### src/verilog/encoder_params.svh
// Purpose: register offsets, field positions and reset values of the encoder register bank
// Assumes: six-bit register addresses, sixteen-bit response words
// Notes: definitions only
`ifndef ENCODER_PARAMS_SVH
`define ENCODER_PARAMS_SVH

`define ADDR_ANGLE 6'h00
`define ADDR_SINE 6'h01
`define ADDR_COSINE 6'h02
`define ADDR_SENSOR_A 6'h03
`define ADDR_SENSOR_B 6'h04
`define ADDR_SENSOR_C 6'h05
`define ADDR_CHIP_ID 6'h20
`define ADDR_CONFIG 6'h21
`define ADDR_STATE 6'h22
`define ADDR_GAIN 6'h23

`define CMD_SUP_BIT 15
`define CMD_WR_BIT 14
`define CMD_ADDR_HI 13
`define CMD_ADDR_LO 8

`define RES_BUSY_BIT 15
`define RES_ERR_BIT 14

`define CFG_LPWR_BIT 0
`define CFG_NOAGC_BIT 2
`define CFG_IMOD_BIT 3
`define CFG_SMOD_BIT 5
`define CFG_SPOL_BIT 6
`define CFG_WRITE_MASK 8'h6D
`define CFG_RESET 8'h00

`define GAIN_RESET 5'h08
`define GAIN_MAX 5'h11

`define TRIG_LIMIT 12'h05FD

// identification fields: values are arbitrary
`define CHIP_REV 4'h1
`define CHIP_IDENT 4'h3

`endif

### src/verilog/encoder_pkg.sv
// Purpose: state types of the encoder register bank
// Assumes: nothing beyond the parameter header
// Notes: one packed struct per module holds its state, apart from the reset synchroniser rst_q of the bank
package encoder_pkg;

  typedef struct packed {
    logic [1:0] sclk_s;
    logic [1:0] ss_s;
    logic [1:0] si_s;
    logic sclk_d;
    logic ss_d;
    logic [15:0] shin;
    logic [15:0] shout;
    logic [15:0] cmd;
    logic valid;
  } shifter_state_t;

  typedef struct packed {
    logic [15:0] resp;
    logic load;
    logic start;
    logic [9:0] angle;
    logic [11:0] sine;
    logic [11:0] cosine;
    logic [9:0] sens_a;
    logic [9:0] sens_b;
    logic [9:0] sens_c;
    logic oflo;
    logic uflo;
    logic [7:0] cfg;
    logic [4:0] gain;
  } bank_state_t;

endpackage

### src/verilog/encoder_result_register_bank.sv
// Purpose: user register bank of a rotary angle encoder, reached through a serial slave port
// Assumes: converter results and flags arrive on sys_clk; conv_done pulses once per conversion
// Notes: responses are prepared when select rises and shifted out in the next packet
`include "encoder_params.svh"

module encoder_result_register_bank (
  input wire logic sys_clk,
  input wire logic rst_n,
  input wire logic sclk,
  input wire logic ss_n,
  input wire logic si,
  output logic so,
  output logic so_oe_n,
  output logic conv_start,
  input wire logic conv_busy,
  input wire logic conv_done,
  input wire logic [9:0] res_angle,
  input wire logic [11:0] res_sine,
  input wire logic [11:0] res_cosine,
  input wire logic [9:0] res_sensor_a,
  input wire logic [9:0] res_sensor_b,
  input wire logic [9:0] res_sensor_c,
  input wire logic adc_oflo,
  input wire logic adc_uflo,
  output logic [4:0] gain_level,
  output logic cfg_sample_rise,
  output logic cfg_spi_sample_off,
  output logic cfg_irq_or,
  output logic cfg_agc_off,
  output logic cfg_low_power
);

  logic [1:0] rst_q;
  logic rst_sync_n;
  logic cmd_valid;
  logic [15:0] cmd_word;
  logic [5:0] cmd_addr;
  logic cmd_wr;
  logic cmd_sup;
  logic err;
  encoder_pkg::bank_state_t st_r;
  encoder_pkg::bank_state_t st_nxt;

  // limits a signed trig component to its legal swing
  function automatic logic [11:0] trig_clamp(input logic [11:0] v);
    logic [11:0] neg_lim;
    neg_lim = 12'h0000 - `TRIG_LIMIT;
    if (!v[11] && v > `TRIG_LIMIT) begin
      trig_clamp = `TRIG_LIMIT;
    end else if (v[11] && v < neg_lim) begin
      trig_clamp = neg_lim;
    end else begin
      trig_clamp = v;
    end
  endfunction

  // common layout of the six sixteen-bit result words
  function automatic logic [15:0] result_word(input logic busy, input logic e, input logic [13:0] body);
    result_word = {busy, e, body};
  endfunction

  always_ff @(posedge sys_clk or negedge rst_n) begin
    if (!rst_n) begin
      rst_q <= 2'h0;
    end else begin
      rst_q <= {rst_q[0], 1'b1};
    end
  end
  assign rst_sync_n = rst_q[1];

  spi_cmd_shifter u_shifter (
    .sys_clk(sys_clk),
    .rst_sync_n(rst_sync_n),
    .sclk(sclk),
    .ss_n(ss_n),
    .si(si),
    .resp_word(st_r.resp),
    .resp_load(st_r.load),
    .so(so),
    .so_oe_n(so_oe_n),
    .cmd_valid(cmd_valid),
    .cmd_word(cmd_word)
  );

  assign cmd_addr = cmd_word[`CMD_ADDR_HI:`CMD_ADDR_LO];
  assign cmd_wr = cmd_word[`CMD_WR_BIT];
  assign cmd_sup = cmd_word[`CMD_SUP_BIT];
  assign err = st_r.oflo | st_r.uflo;

  always_comb begin
    st_nxt = st_r;
    st_nxt.load = cmd_valid;
    st_nxt.start = 1'b0;
    if (conv_done) begin
      st_nxt.angle = res_angle;
      st_nxt.sine = trig_clamp(res_sine);
      st_nxt.cosine = trig_clamp(res_cosine);
      st_nxt.sens_a = res_sensor_a;
      st_nxt.sens_b = res_sensor_b;
      st_nxt.sens_c = res_sensor_c;
      st_nxt.oflo = adc_oflo;
      st_nxt.uflo = adc_uflo;
      if (!st_r.cfg[`CFG_NOAGC_BIT]) begin
        if (adc_oflo && st_r.gain != 5'h00) begin
          st_nxt.gain = st_r.gain - 5'h01;
        end else if (adc_uflo && !adc_oflo && st_r.gain < `GAIN_MAX) begin
          st_nxt.gain = st_r.gain + 5'h01;
        end
      end
    end
    if (cmd_valid) begin
      st_nxt.start = ~cmd_sup & ~st_r.cfg[`CFG_SMOD_BIT];
      st_nxt.resp = 16'h0000;
      if (cmd_wr) begin
        // a write answers zero; only two offsets store anything
        if (cmd_addr == `ADDR_CONFIG) begin
          st_nxt.cfg = cmd_word[7:0] & `CFG_WRITE_MASK;
        end else if (cmd_addr == `ADDR_GAIN) begin
          st_nxt.gain = (cmd_word[4:0] > `GAIN_MAX) ? `GAIN_MAX : cmd_word[4:0];
        end
      end else begin
        // busy is taken live so a read during a conversion shows it
        unique case (cmd_addr)
          `ADDR_ANGLE: st_nxt.resp = result_word(conv_busy, err, {st_r.gain[4:1], st_r.angle});
          `ADDR_SINE: st_nxt.resp = result_word(conv_busy, err, {2'h0, st_r.sine});
          `ADDR_COSINE: st_nxt.resp = result_word(conv_busy, err, {2'h0, st_r.cosine});
          `ADDR_SENSOR_A: st_nxt.resp = result_word(conv_busy, err, {4'h0, st_r.sens_a});
          `ADDR_SENSOR_B: st_nxt.resp = result_word(conv_busy, err, {4'h0, st_r.sens_b});
          `ADDR_SENSOR_C: st_nxt.resp = result_word(conv_busy, err, {4'h0, st_r.sens_c});
          `ADDR_CHIP_ID: st_nxt.resp = {8'h00, `CHIP_REV, `CHIP_IDENT};
          `ADDR_CONFIG: st_nxt.resp = {8'h00, st_r.cfg};
          `ADDR_STATE: st_nxt.resp = {8'h00, 5'h00, st_r.uflo, st_r.oflo, conv_busy};
          `ADDR_GAIN: st_nxt.resp = {8'h00, 3'h0, st_r.gain};
          default: st_nxt.resp = 16'h0000;
        endcase
      end
    end
  end

  always_ff @(posedge sys_clk or negedge rst_sync_n) begin
    if (!rst_sync_n) begin
      st_r <= '0;
      st_r.cfg <= `CFG_RESET;
      st_r.gain <= `GAIN_RESET;
    end else begin
      st_r <= st_nxt;
    end
  end

  assign conv_start = st_r.start;
  assign gain_level = st_r.gain;
  assign cfg_sample_rise = st_r.cfg[`CFG_SPOL_BIT];
  assign cfg_spi_sample_off = st_r.cfg[`CFG_SMOD_BIT];
  assign cfg_irq_or = st_r.cfg[`CFG_IMOD_BIT];
  assign cfg_agc_off = st_r.cfg[`CFG_NOAGC_BIT];
  assign cfg_low_power = st_r.cfg[`CFG_LPWR_BIT];
endmodule

### src/verilog/spi_cmd_shifter.sv
// Purpose: mode 0 serial slave that gathers 16-bit commands and shifts out responses
// Assumes: serial clock at most one eighth of sys_clk, all pins synchronised here
// Notes: a packet shorter than 16 bits is taken as whatever sits in the shifter
module spi_cmd_shifter (
  input wire logic sys_clk,
  input wire logic rst_sync_n,
  input wire logic sclk,
  input wire logic ss_n,
  input wire logic si,
  input wire logic [15:0] resp_word,
  input wire logic resp_load,
  output logic so,
  output logic so_oe_n,
  output logic cmd_valid,
  output logic [15:0] cmd_word
);

  encoder_pkg::shifter_state_t st_r;
  encoder_pkg::shifter_state_t st_nxt;
  logic rise;
  logic fall;
  logic ss_end;

  // edges come from the second sync stage against its delayed copy only
  assign rise = st_r.sclk_s[1] & ~st_r.sclk_d;
  assign fall = ~st_r.sclk_s[1] & st_r.sclk_d;
  assign ss_end = st_r.ss_s[1] & ~st_r.ss_d;

  always_comb begin
    st_nxt = st_r;
    st_nxt.sclk_s = {st_r.sclk_s[0], sclk};
    st_nxt.ss_s = {st_r.ss_s[0], ss_n};
    st_nxt.si_s = {st_r.si_s[0], si};
    st_nxt.sclk_d = st_r.sclk_s[1];
    st_nxt.ss_d = st_r.ss_s[1];
    st_nxt.valid = 1'b0;
    if (!st_r.ss_s[1] && rise) begin
      st_nxt.shin = {st_r.shin[14:0], st_r.si_s[1]};
    end
    if (!st_r.ss_s[1] && fall) begin
      st_nxt.shout = {st_r.shout[14:0], 1'b0};
    end
    if (ss_end) begin
      st_nxt.cmd = st_r.shin;
      st_nxt.valid = 1'b1;
    end
    if (resp_load) begin
      st_nxt.shout = resp_word;
    end
  end

  always_ff @(posedge sys_clk or negedge rst_sync_n) begin
    if (!rst_sync_n) begin
      st_r <= '0;
      st_r.ss_s <= 2'h3;
      st_r.ss_d <= 1'b1;
    end else begin
      st_r <= st_nxt;
    end
  end

  assign so = st_r.shout[15];
  assign so_oe_n = st_r.ss_s[1];
  assign cmd_valid = st_r.valid;
  assign cmd_word = st_r.cmd;

endmodule

### config.mk
export PLATFORM = sky130hd
export DESIGN_NAME = encoder_result_register_bank
export DESIGN_NICKNAME = d
export VERILOG_FILES = /design/src/verilog/encoder_pkg.sv /design/src/verilog/encoder_result_register_bank.sv /design/src/verilog/spi_cmd_shifter.sv
export VERILOG_INCLUDE_DIRS = /design/src /design/src/verilog
export SDC_FILE = /design/constraint.sdc
export NUM_CORES = 1
export LEC_CHECK = 0
export ABC_AREA = 1
export BUFFER_PORTS_ARGS = -buffer_cell sky130_fd_sc_hd__buf_2
export CORE_MARGIN = 4
export CORE_UTILIZATION = 47
export DETAILED_ROUTE_END_ITERATION = 8
export GPL_TIMING_DRIVEN = 0
export PLACE_DENSITY = 0.75
export REMOVE_ABC_BUFFERS = 1
export SLEW_MARGIN = 20
export SYNTH_ARGS = -nofsm -noshare
export SYNTH_HDL_FRONTEND = slang
export SYNTH_HIERARCHICAL = 1
export SYNTH_SLANG_ARGS = --single-unit
### constraint.sdc
create_clock -name sys_clk -period 6.86 [get_ports sys_clk]
set_clock_uncertainty 0.1 [all_clocks]
set_input_delay 1.372 -clock sys_clk [delete_from_list [all_inputs] [get_ports sys_clk]]
set_output_delay 1.372 -clock sys_clk [all_outputs]
set_load 0.02 [all_outputs]
## Word-level counts from Yosys, hierarchy flattened

Index checks and enable logic that the tools add are counted.

- Reductions and logical operators: 17
- Equal/unequal tests: 9
- Bitwise operators: 10
- Add/subtract/negate cells: 2
- Magnitude comparators: 6
- Mux-type cells: 19

Operators by type and width:

| cell | count |
|---|---|
| $pmux 16 s10 | 1 |
| $mux 12 | 4 |
| $mux 16 | 3 |
| $mux 5 | 9 |
| $eq 6x6->1 const B | 4 |
| $gt 12x11->1 const B | 2 |
| $lt 12x12->1 const B | 2 |
| $eq 6x2->1 const B | 2 |
| $eq 6x3->1 const B | 2 |
| $logic_and 1x1->1 | 9 |
| $eq 6x1->1 const B | 1 |
| $logic_not 6->1 | 1 |
| $add 5x1->5 const B | 1 |
| $gt 5x5->1 const B | 1 |
| $lt 5x5->1 const B | 1 |
| $not 1->1 | 5 |
| $reduce_bool 5->1 | 1 |
| $sub 5x1->5 const B | 1 |
| $and 1x1->1 | 4 |
| $logic_not 1->1 | 4 |
| $reduce_and 3->1 | 1 |
| $mux 1 | 2 |
| $reduce_bool 2->1 | 1 |
| $or 1x1->1 | 1 |

- Word-level logic and storage cells: 86
- Bits of input ports: 73
- Bits in registers: 153
- Output and inout bits: 13

## Longest topological paths before layout

- Depth after elaboration: 11
- Depth in mapped cells: 12

## Modules after synthesis

The synthesis kept the hierarchy.

Modules (own cells, without submodules):

| module | times used | sequential area each (µm²) | cells an instance | area an instance (µm²) |
|---|---|---|---|---|
| encoder_result_register_bank | 1 | 2403.6 | 613 | 4739.5 |
| spi_cmd_shifter | 1 | 1430.1 | 270 | 2459.9 |

## Worst setup path before layout

No wires, ideal clock.

- Path type: input port to flip-flop
- Start: input port conv_done
- End: register st_r (netlist bit gain_level[0])
- Cell stages on the path: 8
- Path buffers: 1
- Data required time: 6.632 ns
- Setup time: 0.128 ns
- Arrival: 2.209 ns
- Setup slack: 4.423 ns
- Path through: buf_2 > inv_2 > nor2_1 > inv_1 > a21oi_1 > nand2_1 > nand3_1 > o21ai_0

RTL lines:

| element | line | RTL |
|---|---|---|
| start, declared | encoder_result_register_bank.sv:16 | `input wire logic conv_done,` |
| end signal, assigned | encoder_result_register_bank.sv:146 | `st_r <= st_nxt;` |
| end, declared | encoder_result_register_bank.sv:41 | `encoder_pkg::bank_state_t st_r;` |

==> impl_metrics.tcl <==
set metrics [dict create \
    status "finished clean" \
    die_w_um 131 \
    final_layout_size_suffix_gt1_frac 0.173 \
    totalNegativeSetupSlack_ns 0 \
    leakage_nw 4.31 \
    pin_count 86 \
    post-place-ws_ns 3.23 \
    hp-class "reg -> async" \
    core_area_um2 14700 \
    final_nets 1012 \
    grt_usage 0.195 \
    slew_headroom 0.433 \
    cp.arrival_ns 3.42 \
    finalHoldViolations 0 \
    worstSetupEndpointType "flip-flop" \
    power_density_nw_per_um2 316 \
    setup_viol 0 \
    die_area_um2 17300 \
    critPathKind "in -> reg" \
    fin_crit_sh 0.469 \
    via_per_inst 5.10 \
    synth_area_um2 7150 \
    routed-via-count 5785 \
    rows 44 \
    max_freq_ghz 0.311 \
    root_buffer "clkbuf_16" \
    use_met2 0.308 \
    synth.avg_cell_area_um2 8.14 \
    diodes 0 \
    multi_input_area_um2 2700 \
    cts_setup_buffers 0 \
    cp_data_required_time_ns 7.06 \
    met3_usage 0.0436 \
    cts_inserted_buffers 17 \
    postCtsHoldBufs 0 \
    grt_overflow 0 \
    gp_congestion 0.926 \
    rsz0062_at_grt "no" \
    synth_cells 879 \
    cts_buffer_depth 2 \
    clkLatencyLatePin_ns 0.42 \
    hpwl_um 11300 \
    totalWireLength_um 16400 \
    maxCapViolCount 0 \
    grt.met1_usage 0.261 \
    die_y_um 131 \
    drt-pass1-iter-count 5 \
    drv_slew 0 \
    antenna_found_initial 1 \
    vdd_drop_max_mv 0.169 \
    clk_pin_slew_ns 0.06 \
    start_util 0.487 \
    cts_tree "built" \
    antenna_violating_nets_post_route 0 \
    port_buffers 85 \
    grt_start_max_net_pins 80 \
    grt_pass1_wl_um 27300 \
    route.detailed.drc 0 \
    ys_warn_count 6 \
    grt_pass1_vias 5565 \
    period_needed_ns 3.22 \
    ctsResizeCount 0 \
    power_w 0.00261 \
    worst_slew_pin_slew_ns 0.849 \
    busiest_layer "met2" \
    htree_levels 4 \
    dr.first_iter.drc_count 414 \
    area_delta_synth_final_pct 15.6 \
    avgRoutedWirePerCell_um 14.4 \
    seq_area_um2 3810 \
    n_fill_cell 1284 \
    worst_slack_ns 3.64 \
    start_kind "primary input" \
    cts.sinks 152 \
    path_max_fanout 79 \
]
## worst paths after layout
| path | start | end | slack [ns] | cells past startpoint |
|---|---|---|---|---|
| max | conv_done | gain_level[0]$_DFF_PN0_ | 3.64 | 8 |
| min | rst_q[1]$_DFF_PN0_ | st_r[23]$_DFFE_PN0P_ | 0.24 | 0 |
| max reg2reg | u_shifter/cmd_valid$_DFF_PN0_ | st_r[88]$_DFFE_PN0P_ | 4.71 | 5 |
| min reg2reg | rst_q[1]$_DFF_PN0_ | st_r[23]$_DFFE_PN0P_ | 0.24 | 0 |
| max in group asynchronous | rst_q[1]$_DFF_PN0_ | u_shifter/so_oe_n$_DFF_PN1_ | 5.67 | 1 |
| min in group sys_clk | u_shifter/st_nxt[56]$_DFF_PN0_ | u_shifter/st_nxt[50]$_DFF_PN0_ | 0.25 | 0 |
## placed cells by master (no fill, tap or decap), types with 4 or more instances in the layout
cell type	n
inv_1	81
nor2_4	5
nand3_1	39
a22oi_1	16
dfrtp_1	147
dfstp_2	4
a21oi_1	21
buf_2	84
o21ai_2	15
nor2_2	4
o21ai_0	63
bufinv_16	7
nand4_1	6
nand2_1	340
clkbuf_16	17
o22ai_1	9
inv_2	8
nor2_1	49
## state kept, by name, summed over array words and instances, names as in the netlist
name and count:
cfg_agc_off 1, gain_level 5, u_shifter/cmd_word 15, u_shifter/cmd_valid 1, u_shifter/st_nxt 4, u_shifter/so_oe_n 1
cfg_sample_rise 1, conv_start 1, cfg_low_power 1, u_shifter/so 1, cfg_irq_or 1, cfg_spi_sample_off 1
rst_q 2, st_r 83, u_shifter/st_r 34
## metal layers
metal,share of wire,up-vias
met5,0.00055,-
met4,0.030,2
met3,0.060,35
met2,0.47,174
li1,-,2876
met1,0.44,2698
## worst max-delay path: stages
cell and delay [ns]:
buf_4 0.57, inv_2 0.49, nor2_1 0.39, inv_1 0.15, a21oi_1 0.21, nand2_1 0.07
nand3_1 0.07, o21ai_0 0.07
## cell type report
class,count,share of cell area
Sequential cell,152,0.461
Multi-Input combinational cell,589,0.327
Timing Repair Buffer,87,0.0584
Clock buffer,20,0.0552
Inverter,90,0.0409
Clock inverter,12,0.0295
Tap cell,184,0.0278
## per-stage QoR
step | util | instances | hold WS (ns) | instance area (um^2)
3_3_place_gp | 0.511 | 1100 | 0.235 | 7510
3_5_place_dp | 0.515 | 1102 | 0.235 | 7570
4_1_cts | 0.562 | 1134 | 0.247 | 8270
2_1_floorplan | - | 831 | 0.231 | 6850
6_report | 0.562 | 1134 | 0.244 | 8270
5_1_grt | 0.562 | 1134 | 0.249 | 8270
## report_power, final
group	internal [W]	switching, W
logic	0.000146	0.000254
clock network	0.000738	0.000360
registers	0.00102	0.0000919
total	0.00191	0.000705
Power figures use the tool's default switching activity.
